**src/nand_host_pkg.sv**
```systemverilog
// What this block does
// - copy-back opens with normal read 00h and source address; page moves internally.
// - once ready after source read, send 8Ah and destination address cycles.
// - programming starts only after 10h follows the destination address.
// - source and destination must agree in A14, A15 and A26.
// - no partial page program into copied pages before their block is erased.
// - program failures show in pass/fail status; use two-bit error correction (this block does no error correction).
// - multi-plane: first source read uses 00h, later ones 03h; up to four planes.
// - non-final planes end with dummy 11h, last plane ends with 10h.
// - no area-pointer operation together with multi-plane copy-back.
// - status mode persists; issue a read command before resuming page reads.
// - use 71h for multi-plane, judge pass/fail only when ready.
// - 90h then address 00h gives four id bytes; mode holds until new command.
// - after power-up wait at least the recovery time before any command.
package nand_host_pkg;

  // ----------------------------------------------------------------
  // timing
  // ----------------------------------------------------------------
  localparam int unsigned SYS_CLK_KHZ       = 50_000;
  localparam int unsigned PWR_RECOVERY_US   = 10;
  localparam int unsigned PWR_RECOVERY_CYC  = PWR_RECOVERY_US * SYS_CLK_KHZ / 1000;
  localparam int unsigned STROBE_NS         = 40;
  localparam int unsigned STROBE_CYC        = (STROBE_NS * SYS_CLK_KHZ + 999_999) / 1_000_000;
  localparam int unsigned BUSY_SETUP_NS     = 100;
  localparam int unsigned BUSY_SETUP_CYC    = (BUSY_SETUP_NS * SYS_CLK_KHZ + 999_999) / 1_000_000;
  localparam logic [9:0]  PWR_CNT_INIT      = 10'(PWR_RECOVERY_CYC - 1);
  localparam logic [9:0]  STROBE_CNT        = 10'(STROBE_CYC - 1);
  localparam logic [9:0]  BUSY_SETUP_CNT    = 10'(BUSY_SETUP_CYC - 1);

  // ----------------------------------------------------------------
  // flash commands
  // ----------------------------------------------------------------
  localparam logic [7:0] CMD_READ_MAIN     = 8'h00;
  localparam logic [7:0] CMD_READ_ALT      = 8'h03;
  localparam logic [7:0] CMD_COPY_DATA_IN  = 8'h8A;
  localparam logic [7:0] CMD_PROG_CONFIRM  = 8'h10;
  localparam logic [7:0] CMD_PROG_DUMMY    = 8'h11;
  localparam logic [7:0] CMD_STATUS        = 8'h70;
  localparam logic [7:0] CMD_STATUS_MP     = 8'h71;
  localparam logic [7:0] CMD_READ_ID       = 8'h90;
  localparam logic [7:0] CMD_RESET         = 8'hFF;
  localparam logic [7:0] ID_ADDR           = 8'h00;
  localparam logic [7:0] STATUS_AFTER_RST  = 8'hC0;

  // ----------------------------------------------------------------
  // register map and fields
  // ----------------------------------------------------------------
  localparam logic [7:0] REG_CTRL          = 8'h00;
  localparam logic [7:0] REG_STATUS        = 8'h04;
  localparam logic [7:0] REG_ID            = 8'h08;
  localparam logic [7:0] REG_SRC0          = 8'h10;
  localparam logic [7:0] REG_DST0          = 8'h20;
  localparam int         CTRL_START_BIT    = 0;
  localparam int         CTRL_OP_LSB       = 1;
  localparam int         CTRL_PLANES_LSB   = 4;
  localparam int         CTRL_WP_BIT       = 8;
  localparam int         ST_BUSY_BIT       = 0;
  localparam int         ST_DONE_BIT       = 1;
  localparam int         ST_RB_BIT         = 2;
  localparam int         ST_PWR_BIT        = 3;
  localparam int         ST_FAIL_BIT       = 4;
  localparam int         ST_PLANE_ERR_BIT  = 5;
  localparam int         ST_PFAIL_LSB      = 8;
  localparam int         ST_BYTE_LSB       = 16;
  localparam int         NST_FAIL          = 0;
  localparam int         NST_PFAIL_LSB     = 1;
  localparam int         ADDR_A14          = 13;
  localparam int         ADDR_A15          = 14;
  localparam int         ADDR_A26          = 25;

  // ----------------------------------------------------------------
  // types
  // ----------------------------------------------------------------
  typedef enum logic [2:0] {
    OP_STATUS    = 3'h0,
    OP_STATUS_MP = 3'h1,
    OP_READ_ID   = 3'h2,
    OP_RESET     = 3'h3,
    OP_COPYBACK  = 3'h4
  } op_t;

  typedef enum logic [2:0] {
    ST_PWR  = 3'b000,
    ST_IDLE = 3'b001,
    ST_NEXT = 3'b011,
    ST_WR   = 3'b010,
    ST_WRH  = 3'b110,
    ST_RD   = 3'b111,
    ST_RDH  = 3'b101,
    ST_WAIT = 3'b100
  } seq_state_t;

  typedef enum logic [3:0] {
    S_SRC_CMD  = 4'h0,
    S_SRC_ADDR = 4'h1,
    S_SRC_WAIT = 4'h2,
    S_DST_CMD  = 4'h3,
    S_DST_ADDR = 4'h4,
    S_DST_CONF = 4'h5,
    S_DST_WAIT = 4'h6,
    S_STAT_CMD = 4'h7,
    S_STAT_RD  = 4'h8,
    S_ID_CMD   = 4'h9,
    S_ID_ADDR  = 4'hA,
    S_ID_RD    = 4'hB,
    S_RST_CMD  = 4'hC,
    S_RST_WAIT = 4'hD,
    S_FINISH   = 4'hE
  } step_t;

  typedef struct packed {
    logic       cle;
    logic       ale;
    logic       ce_n;
    logic       we_n;
    logic       read_enable_n;
    logic       wp_n;
    logic       io_oe;
    logic [7:0] io_out;
  } nand_pins_t;

  localparam nand_pins_t PINS_IDLE = '{cle: 1'b0, ale: 1'b0, ce_n: 1'b1, we_n: 1'b1,
                                       read_enable_n: 1'b1, wp_n: 1'b0, io_oe: 1'b0, io_out: 8'h00};

  typedef struct packed {
    seq_state_t       st;
    step_t            step;
    op_t              op;
    logic [1:0]       plane;
    logic [1:0]       last_plane;
    logic [1:0]       byte_i;
    logic [9:0]       cnt;
    logic             multi;
    logic             wp_rel;
    logic             pwr_ok;
    logic             done;
    logic             plane_err;
    logic [3:0][31:0] src;
    logic [3:0][31:0] dst;
    logic [31:0]      id;
    logic [7:0]       stat_byte;
    nand_pins_t       pins;
    logic             ack;
    logic [31:0]      dat;
  } ctl_state_t;

endpackage : nand_host_pkg
```
**src/nand_copyback_host.sv**
```systemverilog
// The implementer's own choices: register access over Wishbone and the register offsets.
module nand_copyback_host
  import nand_host_pkg::*;
(
  // clock and reset
  input  wire logic        sys_clk,
  input  wire logic        rst_n,
  // wishbone slave
  input  wire logic        wb_cyc_i,
  input  wire logic        wb_stb_i,
  input  wire logic        wb_we_i,
  input  wire logic [7:0]  wb_adr_i,
  input  wire logic [3:0]  wb_sel_i,
  input  wire logic [31:0] wb_dat_i,
  output logic      [31:0] wb_dat_o,
  output logic             wb_ack_o,
  // flash pins
  output nand_pins_t       pins,
  input  wire logic [7:0]  io_in,
  input  wire logic        rb
);

  ctl_state_t r_reg;
  ctl_state_t r_next;

  // ----------------------------------------------------------------
  // helpers
  // ----------------------------------------------------------------

  // byte-lane merge of a bus write
  function automatic logic [31:0] lane_merge(input logic [31:0] old_v, input logic [31:0] wr_v,
                                             input logic [3:0] sel);
    logic [31:0] res;
    res = old_v;
    for (int b = 0; b < 4; b++) begin
      if (sel[b]) begin
        res[b*8 +: 8] = wr_v[b*8 +: 8];
      end
    end
    return res;
  endfunction : lane_merge

  // starts a command or address byte cycle
  function automatic ctl_state_t issue_byte(input ctl_state_t s, input logic is_cmd, input logic [7:0] val);
    ctl_state_t t;
    t = s;
    t.pins.cle    = is_cmd;
    t.pins.ale    = ~is_cmd;
    t.pins.io_out = val;
    t.pins.io_oe  = 1'b1;
    t.pins.we_n   = 1'b0;
    t.cnt         = STROBE_CNT;
    t.st          = ST_WR;
    return t;
  endfunction : issue_byte

  // starts a data read cycle
  function automatic ctl_state_t issue_read(input ctl_state_t s);
    ctl_state_t t;
    t = s;
    t.pins.io_oe         = 1'b0;
    t.pins.read_enable_n = 1'b0;
    t.cnt                = STROBE_CNT;
    t.st                 = ST_RD;
    return t;
  endfunction : issue_read

  // enters the wait for ready/busy to rise
  function automatic ctl_state_t issue_wait(input ctl_state_t s);
    ctl_state_t t;
    t = s;
    t.cnt = BUSY_SETUP_CNT;
    t.st  = ST_WAIT;
    return t;
  endfunction : issue_wait

  // ----------------------------------------------------------------
  // next-state logic
  // ----------------------------------------------------------------

  // bus slave, start decode and byte sequencer
  always_comb begin
    logic        plane_mismatch;
    logic        bus_wr;
    logic        start_req;
    logic [31:0] ctrl_wd;
    logic [31:0] status_word;
    op_t         req_op;
    logic [1:0]  req_planes;
    plane_mismatch = 1'b0;
    bus_wr         = 1'b0;
    start_req      = 1'b0;
    ctrl_wd        = 32'h0000_0000;
    status_word    = 32'h0000_0000;
    req_op         = OP_STATUS;
    req_planes     = 2'h0;
    r_next         = r_reg;
    r_next.ack     = 1'b0;
    r_next.pins.wp_n = r_reg.wp_rel;

    // status word seen by software
    status_word[ST_BUSY_BIT]      = (r_reg.st != ST_IDLE);
    status_word[ST_DONE_BIT]      = r_reg.done;
    status_word[ST_RB_BIT]        = rb;
    status_word[ST_PWR_BIT]       = r_reg.pwr_ok;
    status_word[ST_FAIL_BIT]      = r_reg.stat_byte[NST_FAIL];
    status_word[ST_PLANE_ERR_BIT] = r_reg.plane_err;
    status_word[ST_PFAIL_LSB +: 4] = r_reg.multi ? r_reg.stat_byte[NST_PFAIL_LSB +: 4] : 4'h0;
    status_word[ST_BYTE_LSB +: 8] = r_reg.stat_byte;

    // classic wishbone: one wait state, ack for one cycle
    if (wb_cyc_i && wb_stb_i && !r_reg.ack) begin
      r_next.ack = 1'b1;
      bus_wr     = wb_we_i;
      r_next.dat = 32'h0000_0000;
      case (wb_adr_i)
        REG_CTRL: begin
          r_next.dat[CTRL_OP_LSB +: 3]     = r_reg.op;
          r_next.dat[CTRL_PLANES_LSB +: 2] = r_reg.last_plane;
          r_next.dat[CTRL_WP_BIT]          = r_reg.wp_rel;
        end
        REG_STATUS: begin
          r_next.dat = status_word;
        end
        REG_ID: begin
          r_next.dat = r_reg.id;
        end
        default: begin
          if (wb_adr_i[7:4] == REG_SRC0[7:4] && wb_adr_i[1:0] == 2'h0) begin
            r_next.dat = r_reg.src[wb_adr_i[3:2]];
          end else if (wb_adr_i[7:4] == REG_DST0[7:4] && wb_adr_i[1:0] == 2'h0) begin
            r_next.dat = r_reg.dst[wb_adr_i[3:2]];
          end
        end
      endcase
    end

    // register writes
    if (bus_wr) begin
      if (wb_adr_i == REG_CTRL) begin
        ctrl_wd       = lane_merge(32'h0000_0000, wb_dat_i, wb_sel_i);
        req_op        = op_t'(ctrl_wd[CTRL_OP_LSB +: 3]);
        req_planes    = ctrl_wd[CTRL_PLANES_LSB +: 2];
        start_req     = ctrl_wd[CTRL_START_BIT] && r_reg.pwr_ok;
        if (wb_sel_i[1]) begin
          r_next.wp_rel = ctrl_wd[CTRL_WP_BIT];
        end
      end else if (wb_adr_i[7:4] == REG_SRC0[7:4] && r_reg.st == ST_IDLE) begin
        r_next.src[wb_adr_i[3:2]] = lane_merge(r_reg.src[wb_adr_i[3:2]], wb_dat_i, wb_sel_i);
      end else if (wb_adr_i[7:4] == REG_DST0[7:4] && r_reg.st == ST_IDLE) begin
        r_next.dst[wb_adr_i[3:2]] = lane_merge(r_reg.dst[wb_adr_i[3:2]], wb_dat_i, wb_sel_i);
      end
    end

    // same-plane check over every plane in use
    for (int i = 0; i < 4; i++) begin
      if (2'(i) <= req_planes) begin
        if (r_reg.src[i][ADDR_A14] != r_reg.dst[i][ADDR_A14] ||
            r_reg.src[i][ADDR_A15] != r_reg.dst[i][ADDR_A15] ||
            r_reg.src[i][ADDR_A26] != r_reg.dst[i][ADDR_A26]) begin
          plane_mismatch = 1'b1;
        end
      end
    end

    // a reset order aborts a running sequence at once
    if (start_req && req_op == OP_RESET && r_reg.st != ST_IDLE) begin
      r_next.pins.cle           = 1'b0;
      r_next.pins.ale           = 1'b0;
      r_next.pins.we_n          = 1'b1;
      r_next.pins.read_enable_n = 1'b1;
      r_next.pins.io_oe         = 1'b0;
      r_next.op                 = OP_RESET;
      r_next.step               = S_RST_CMD;
      r_next.done               = 1'b0;
      r_next.st                 = ST_NEXT;
    end else if (start_req && r_reg.st == ST_IDLE) begin
      r_next.plane_err = 1'b0;
      if (req_op == OP_COPYBACK && plane_mismatch) begin
        r_next.plane_err = 1'b1;
        r_next.done      = 1'b1;
      end else begin
        r_next.op         = req_op;
        r_next.last_plane = (req_op == OP_COPYBACK) ? req_planes : 2'h0;
        r_next.multi      = (req_op == OP_STATUS_MP) || (req_op == OP_COPYBACK && req_planes != 2'h0);
        r_next.plane      = 2'h0;
        r_next.byte_i     = 2'h0;
        r_next.done       = 1'b0;
        r_next.pins.ce_n  = 1'b0;
        r_next.st         = ST_NEXT;
        case (req_op)
          OP_COPYBACK:  r_next.step = S_SRC_CMD;
          OP_READ_ID:   r_next.step = S_ID_CMD;
          OP_RESET:     r_next.step = S_RST_CMD;
          default:      r_next.step = S_STAT_CMD;
        endcase
      end
    end else begin
      // byte sequencer
      case (r_reg.st)
        ST_PWR: begin
          if (r_reg.cnt == 10'h000) begin
            r_next.pwr_ok = 1'b1;
            r_next.st     = ST_IDLE;
          end else begin
            r_next.cnt = r_reg.cnt - 10'h001;
          end
        end
        ST_IDLE: begin
          r_next.pins.ce_n = 1'b1;
        end
        ST_NEXT: begin
          case (r_reg.step)
            S_SRC_CMD: begin
              // first plane opens with 00h, every later plane with 03h
              r_next = issue_byte(r_next, 1'b1, (r_reg.plane == 2'h0) ? CMD_READ_MAIN : CMD_READ_ALT);
              r_next.step = S_SRC_ADDR;
            end
            S_SRC_ADDR: begin
              r_next        = issue_byte(r_next, 1'b0, r_reg.src[r_reg.plane][r_reg.byte_i*8 +: 8]);
              r_next.byte_i = r_reg.byte_i + 2'h1;
              r_next.step   = (r_reg.byte_i == 2'h3) ? S_SRC_WAIT : S_SRC_ADDR;
            end
            S_SRC_WAIT: begin
              // page moves into the page register while busy
              r_next = issue_wait(r_next);
              if (r_reg.plane == r_reg.last_plane) begin
                r_next.plane = 2'h0;
                r_next.step  = S_DST_CMD;
              end else begin
                r_next.plane = r_reg.plane + 2'h1;
                r_next.step  = S_SRC_CMD;
              end
            end
            S_DST_CMD: begin
              r_next      = issue_byte(r_next, 1'b1, CMD_COPY_DATA_IN);
              r_next.step = S_DST_ADDR;
            end
            S_DST_ADDR: begin
              r_next        = issue_byte(r_next, 1'b0, r_reg.dst[r_reg.plane][r_reg.byte_i*8 +: 8]);
              r_next.byte_i = r_reg.byte_i + 2'h1;
              r_next.step   = (r_reg.byte_i == 2'h3) ? S_DST_CONF : S_DST_ADDR;
            end
            S_DST_CONF: begin
              // dummy 11h between planes, true 10h on the last one
              r_next = issue_byte(r_next, 1'b1,
                                  (r_reg.plane == r_reg.last_plane) ? CMD_PROG_CONFIRM : CMD_PROG_DUMMY);
              r_next.step = S_DST_WAIT;
            end
            S_DST_WAIT: begin
              r_next = issue_wait(r_next);
              if (r_reg.plane == r_reg.last_plane) begin
                r_next.step = S_STAT_CMD;
              end else begin
                r_next.plane = r_reg.plane + 2'h1;
                r_next.step  = S_DST_CMD;
              end
            end
            S_STAT_CMD: begin
              r_next      = issue_byte(r_next, 1'b1, r_reg.multi ? CMD_STATUS_MP : CMD_STATUS);
              r_next.step = S_STAT_RD;
            end
            S_STAT_RD: begin
              r_next      = issue_read(r_next);
              r_next.step = S_FINISH;
            end
            S_ID_CMD: begin
              r_next      = issue_byte(r_next, 1'b1, CMD_READ_ID);
              r_next.step = S_ID_ADDR;
            end
            S_ID_ADDR: begin
              r_next        = issue_byte(r_next, 1'b0, ID_ADDR);
              r_next.byte_i = 2'h0;
              r_next.step   = S_ID_RD;
            end
            S_ID_RD: begin
              r_next        = issue_read(r_next);
              r_next.byte_i = r_reg.byte_i + 2'h1;
              r_next.step   = (r_reg.byte_i == 2'h3) ? S_FINISH : S_ID_RD;
            end
            S_RST_CMD: begin
              r_next      = issue_byte(r_next, 1'b1, CMD_RESET);
              r_next.step = S_RST_WAIT;
            end
            S_RST_WAIT: begin
              // device idles afterwards, so nothing more is sent
              r_next      = issue_wait(r_next);
              r_next.step = S_FINISH;
            end
            default: begin
              r_next.pins.ce_n = 1'b1;
              r_next.done      = 1'b1;
              r_next.st        = ST_IDLE;
            end
          endcase
        end
        ST_WR: begin
          if (r_reg.cnt == 10'h000) begin
            r_next.pins.we_n = 1'b1;
            r_next.cnt       = STROBE_CNT;
            r_next.st        = ST_WRH;
          end else begin
            r_next.cnt = r_reg.cnt - 10'h001;
          end
        end
        ST_WRH: begin
          if (r_reg.cnt == 10'h000) begin
            r_next.pins.cle   = 1'b0;
            r_next.pins.ale   = 1'b0;
            r_next.pins.io_oe = 1'b0;
            r_next.st         = ST_NEXT;
          end else begin
            r_next.cnt = r_reg.cnt - 10'h001;
          end
        end
        ST_RD: begin
          if (r_reg.cnt == 10'h000) begin
            // sample just before read enable rises
            if (r_reg.op == OP_READ_ID) begin
              r_next.id = {io_in, r_reg.id[31:8]};
            end else begin
              r_next.stat_byte = io_in;
            end
            r_next.pins.read_enable_n = 1'b1;
            r_next.cnt                = STROBE_CNT;
            r_next.st                 = ST_RDH;
          end else begin
            r_next.cnt = r_reg.cnt - 10'h001;
          end
        end
        ST_RDH: begin
          if (r_reg.cnt == 10'h000) begin
            r_next.st = ST_NEXT;
          end else begin
            r_next.cnt = r_reg.cnt - 10'h001;
          end
        end
        ST_WAIT: begin
          // let ready/busy fall first, then wait for it to rise
          if (r_reg.cnt != 10'h000) begin
            r_next.cnt = r_reg.cnt - 10'h001;
          end else if (rb) begin
            r_next.st = ST_NEXT;
          end
        end
        default: begin
          r_next.st = ST_IDLE;
        end
      endcase
    end
  end

  // ----------------------------------------------------------------
  // state register
  // ----------------------------------------------------------------

  // synchronous reset, power-up recovery count loaded
  always_ff @(posedge sys_clk) begin
    if (!rst_n) begin
      r_reg      <= '0;
      r_reg.pins <= PINS_IDLE;
      r_reg.cnt  <= PWR_CNT_INIT;
    end else begin
      r_reg <= r_next;
    end
  end

  // outputs straight from the state register
  assign wb_dat_o = r_reg.dat;
  assign wb_ack_o = r_reg.ack;
  assign pins     = r_reg.pins;

endmodule : nand_copyback_host

```
**config.mk**
```make
export PLATFORM = sky130hd
export DESIGN_NAME = nand_copyback_host
export DESIGN_NICKNAME = d
export VERILOG_FILES = /design/src/nand_host_pkg.sv /design/src/nand_copyback_host.sv
export SDC_FILE = /design/constraint.sdc
export NUM_CORES = 1
export LEC_CHECK = 0
export BUFFER_PORTS_ARGS = -buffer_cell sky130_fd_sc_hd__buf_2
export CAP_MARGIN = 40
export CORE_MARGIN = 1.5
export CORE_UTILIZATION = 60
export CTS_BUF_LIST = sky130_fd_sc_hd__clkbuf_16
export DETAILED_ROUTE_END_ITERATION = 6
export HOLD_SLACK_MARGIN = 0.05
export PLACE_DENSITY_LB_ADDON = 0.08
export SYNTH_ARGS = -nofsm -noshare
export SYNTH_HDL_FRONTEND = slang
export SYNTH_SLANG_ARGS = --single-unit
```
**constraint.sdc**
```tcl
create_clock -name sys_clk -period 6.76 [get_ports sys_clk]
set_input_delay 0.676 -clock sys_clk [delete_from_list [all_inputs] [get_ports sys_clk]]
set_output_delay 0.676 -clock sys_clk [all_outputs]
set_load 0.05 [all_outputs]
```
======== After elaboration in Yosys (flattened, before gate mapping) ========
Index checks and enable logic that the tools add are counted.
operators by class
  equal/unequal tests ..................... 96
  add/sub/neg operators ................... 3
  multiplexer cells ....................... 146
  bitwise logic cells ..................... 7
  reduce and logical (&&, ||, !) cells .... 79
  shifts and indexed selects .............. 2
  magnitude comparators ................... 7
operator list
  cell                                                    number
  256-bit two-way mux                                     2
  45-bit case mux with 10 select lines                    1
  128-bit two-way mux                                     3
  26-bit case mux with 14 select lines                    1
  298-bit two-way mux                                     1
  296-bit two-way mux                                     1
  8-bit two-way mux                                       37
  32-bit two-way mux                                      9
  258-bit two-way mux                                     1
  32-bit binary-select mux with 2-bit select              4
  128-bit bitwise mux                                     2
  40-bit case mux with 2 select lines                     1
  23-bit case mux with 3 select lines                     1
  33-bit two-way mux                                      2
  32-bit demux with 2-bit select                          1
  2-bit != test (second input constant)                   32
  32-bit by 6-bit variable part select with 8-bit output  2
  43-bit two-way mux                                      1
  41-bit two-way mux                                      1
  40-bit two-way mux                                      1
  10-bit case mux with 4 select lines                     1
  16-bit two-way mux                                      2
  10-bit two-way mux                                      3
  3-bit two-way mux                                       10
  other kinds (72)                                        220
storage, ports and cells
  register bits ........................... 375
  input port bits ......................... 58
  output and inout bits ................... 48

======== Longest topological paths before layout ========
  depth in word-level cells ............... 18
  gate-level depth with buffers ........... 11
  depth with buffers taken out ............ 8

======== Worst setup path before layout ========
OpenSTA, ideal clock, no wires.
  path type ............................... input-to-reg
  start point ............................. input wb_adr_i[4]
  end point ............................... register, netlist name pins[5]
  library setup time ...................... 0.091 ns
  setup slack ............................. 3.767 ns
  cell stages on the path ................. 10
  arrival time ............................ 2.902 ns
  cells stage by stage .................... buf_6 > or3_4 > or4_4 > buf_6 > or4_4 > buf_6 > nand2b_4 > buf_6 > a21oi_1 > a311oi_1
on the way
  cells in the longest elaborated chain, start to end .. 8
  elaborated cells between the ends (all ways) .. 12
ends and longest elaborated chain
  what                                            RTL line                   source
  from (decl)                                     nand_copyback_host.sv:12   input wire logic [7:0] wb_adr_i,
  8-bit zero test *                               nand_copyback_host.sv:140  if (wb_adr_i == REG_CTRL) begin
  3-bit two-way mux                               nand_copyback_host.sv:140
  3-bit two-way mux                               nand_copyback_host.sv:139  if (bus_wr) begin
  3-bit by 2-bit equality test with 1-bit output  nand_copyback_host.sv:167  if (start_req && req_op == OP_RESET && r_reg.st != ST_IDLE) begin
  1-bit logical AND (2 in series)                 nand_copyback_host.sv:167
  1-bit NOT (no source line)                      --
  5-bit AND reduction (no source line) *          --
Every way passes the cells marked *; elsewhere a longest branch is shown, timed or not.
A chain may end at the register's enable or synchronous reset.

======== Worst setup path in the final report ========
  start point ............................. register r_reg[368] in the netlist's numbering
  end point ............................... register, netlist name pins[1]
on the way
  cells in the longest elaborated chain, start to end .. 4
  elaborated cells between the ends (all ways) .. 16
ends and longest elaborated chain
  what                                                        RTL line                   source
  from (decl)                                                 nand_copyback_host.sv:23   ctl_state_t r_reg;
  from (signal assigned)                                      nand_copyback_host.sv:364  r_reg <= r_next;
  branches (longest 4 deep; another with 9-bit nonzero test)  --
Parallel ways; which one is timed is not known. The select of a mux whose other input is x is not followed.

==> metrics.txt <==
clock root buffer=clkbuf_16; number of synthesized register bits=between 300 and 400; asr flop ratio synth=0%; Min-Delay Path Class=input port to flip-flop; number of core rows=65; maximum clock rate=between 0.2 and 0.3 GHz; Largest delay share family, worst path=simple AND/OR/NAND/NOR gates; via count=~16000; Num CTS Buffers=42; Worst Tran Pin Value=about 1200 ps; I/O pin count=between 100 and 150; Post-synth EDFFs=0; Period minus WS final=~3400 ps; Hold Buf Count CTS=0; RePlAce Congestion=between 0.9 and 1; Clock Skews=about 18 ps; cts repair resizes=0; cell-internal power=3470 uW; GRT Total Usage=about a third; syn_area_per_cell=about 9.4 sq um; Post-Syn Area=~19000 sq um; Final Hold Fails=0; sw frac=24.1%; clock transition at the registers of the reported paths=60 ps; PwrDens=approximately 220 nW/um^2; DIE AREA=33200 sq um; Die X=182 um; Final Slew Violations=0; deepest clock path buffer count=3; first-pass GRT wire length=roughly 90000 um; crit path max fanout=22; placed cell area=19700 sq um; Leak=around 0.0069 uW; CP Launch Type=flip-flop; DR pass1 iterations=5; WP buf/inv=1; post-synthesis sequential area ratio=between 30% and 40%; met3 routed wirelength=roughly 6300 um; Final Setup Violations=0; CTS tree=built; HPWL Detailed=38300 um; clk sinks=375; H-tree levels=2; Layout Cells excl Fill=between 2000 and 2500; status=complete, no violations; top cell type's share of synthesized area=between 30% and 40%; clock share of power=between 40% and 50%; RSZ-0062 raised after global routing=no; layout cells sized above 1=between 15 and 20%; largest net degree at the start of global routing=about 240; I/O Buffers=~110; top cells by area, synth=dfxtp_1 39%, mux4_2 15%, a211oi_1 10%; switching power total=1100 uW; Starting Density=between 60% and 70%; postcts setup bufs=0; total grt overflow=0; Gate power share=under 10%; number of global-route vias before repair=approximately 15000; die span in y=182 um; Post-Synthesis Cells=2041; initial antenna violation count=0; worst skew pair latency=540 ps; DR top layer=met4; Critical Setup Path Class=flip-flop to flip-flop; Worst slew margin=approximately a fifth; Antenna Violating Nets Remaining=0; WP data arrival=between 3000 and 4000 ps; detailed-route vias per instance=just under 7; CP cell instances=or4b_2, buf_4, mux2i_1, o22ai_1, or4_1, nand2_1, a31oi_1; post-synth cell types=70; WHS=roughly 390 ps; area leader, netlist=dfxtp_1; M1 WL=between 20000 and 25000 um; top_reg_cell synth=dfxtp_1; CP max-delay cell=or4b_2; fin area=about 21000 sq um; Placed Cells=2348; worst IR drop on VDD=approximately 160 uV; syn_nets=between 2000 and 2500; Final period util=about half; Worst EP required=7140 ps; setup TNS=0 ps; CP endpoint kind=flip-flop; drt total wl=approximately 59000 um; Max stage delay on crit path=approximately 1000 ps; fin nets=just over 2000; register share of total power=about half; max_cap viols=0; WL/cell=24.2 um; Ys Warns=0; core area=31600 sq um; initial DRC count=around 1800; max reg flops=around 330; ANT cells=0; Routed met2 length=roughly 26000 um; Syn-to-layout area delta=8.65%; DR DRC count=0; fin util=between 60% and 70%
## cell usage in the layout, fill, tap and decap left out, types with 11 or more instances in the layout
| master | synthesis | layout |
|---|---|---|
| inv_1 | 10 | 22 |
| a211oi_1 | 261 | 261 |
| nor3_1 | 20 | 19 |
| o22ai_1 | 20 | 20 |
| nand2_1 | 164 | 164 |
| nor2_1 | 341 | 332 |
| a21oi_1 | 92 | 92 |
| o21ai_0 | 43 | 43 |
| nand2b_1 | 11 | 11 |
| a221oi_1 | 16 | 16 |
| dfxtp_1 | 375 | 373 |
| mux2i_1 | 87 | 87 |
| clkinv_1 | 3 | 14 |
| nand3_1 | 21 | 21 |
| buf_2 | 14 | 104 |
| a311oi_1 | 19 | 19 |
| buf_4 | 47 | 24 |
| clkbuf_16 | 0 | 43 |
| a22oi_1 | 32 | 32 |
| mux4_2 | 129 | 129 |
## power by group through the flow
stage | clock (uW) | combinational (uW) | sequential, uW
floorplan | 0 | 185 | 2280
global placement | 0 | 248 | 2280
detailed placement | 0 | 255 | 2280
CTS | 2100 | 256 | 2230
global route | 2200 | 274 | 2230
finish | 2090 | 259 | 2230
## worst paths after layout
path                                 start         to  slack [ps]  cells past startpoint
worst max-delay path            r_reg[368]    pins[1]        3310                      7
worst min-delay path              io_in[3]  r_reg[51]         390                      3
worst max register to register  r_reg[368]    pins[1]        3310                      7
worst min register to register   r_reg[56]  r_reg[56]         460                      2
## worst reg2reg max path: stages, from the launching register on
cell     delay (ps)
dfxtp_1         540
or4b_2         1040
buf_4           390
mux2i_1         390
o22ai_1         230
or4_1           540
nand2_1         110
a31oi_1          80
## layout make-up
class | count | area [sq um]
multi-input cells | 1421 | 10700
repair buffers | 138 | 921
fillers | 2614 | 10600
flip-flops and latches | 375 | 7510
inverters | 13 | 56.3
clock inverters | 31 | 154
well taps | 402 | 503
clock buffers | 43 | 1080
## synth_stat cells (all sizes together), types with 7 or more instances
master  number
xnor2        7
nor4        11
a221oi      16
xor2        10
inv         10
clkbuf     149
a31oi       10
nand2b      12
nor3        20
o21ai       44
nand3       21
a22oi       32
a21oi       92
nand2      164
a21boi       8
o22ai       20
buf         83
a311oi      19
mux2         7
nor2       341
mux4       129
or2          7
mux2i       87
dfxtp      375
nor2b        7
a211oi     261
nand4       11
o211ai       9
## layer usage
layer  up-vias  track usage, %
li1       7515               -
met1      7946            48.4
met2       823            54.5
met3       120            8.60
met4         0            12.3
met5         -               0
## metrics by stage
step	power, uW	setup slack [ps]
after floorplan	2460	3770
after global routing	4700	3290
after global placement	2520	3060
after detailed placement	2530	3090
after CTS	4580	3350
final	4570	3310
## cells by family (layout without fill, tap and decap cells)
| family | after synthesis | after routing | share of synthesized area [%] |
|---|---|---|---|
| mux | 223 | 223 | 20.0 |
| fa+ha+maj | 5 | 5 | 0.299 |
| compound gates | 542 | 542 | 19.6 |
| flops | 375 | 375 | 39.0 |
| xor+xnor | 17 | 17 | 0.773 |
| buf+inv | 245 | 225 | 5.94 |
| simple gates | 634 | 634 | 14.4 |
Power figures use the tool's default switching activity.
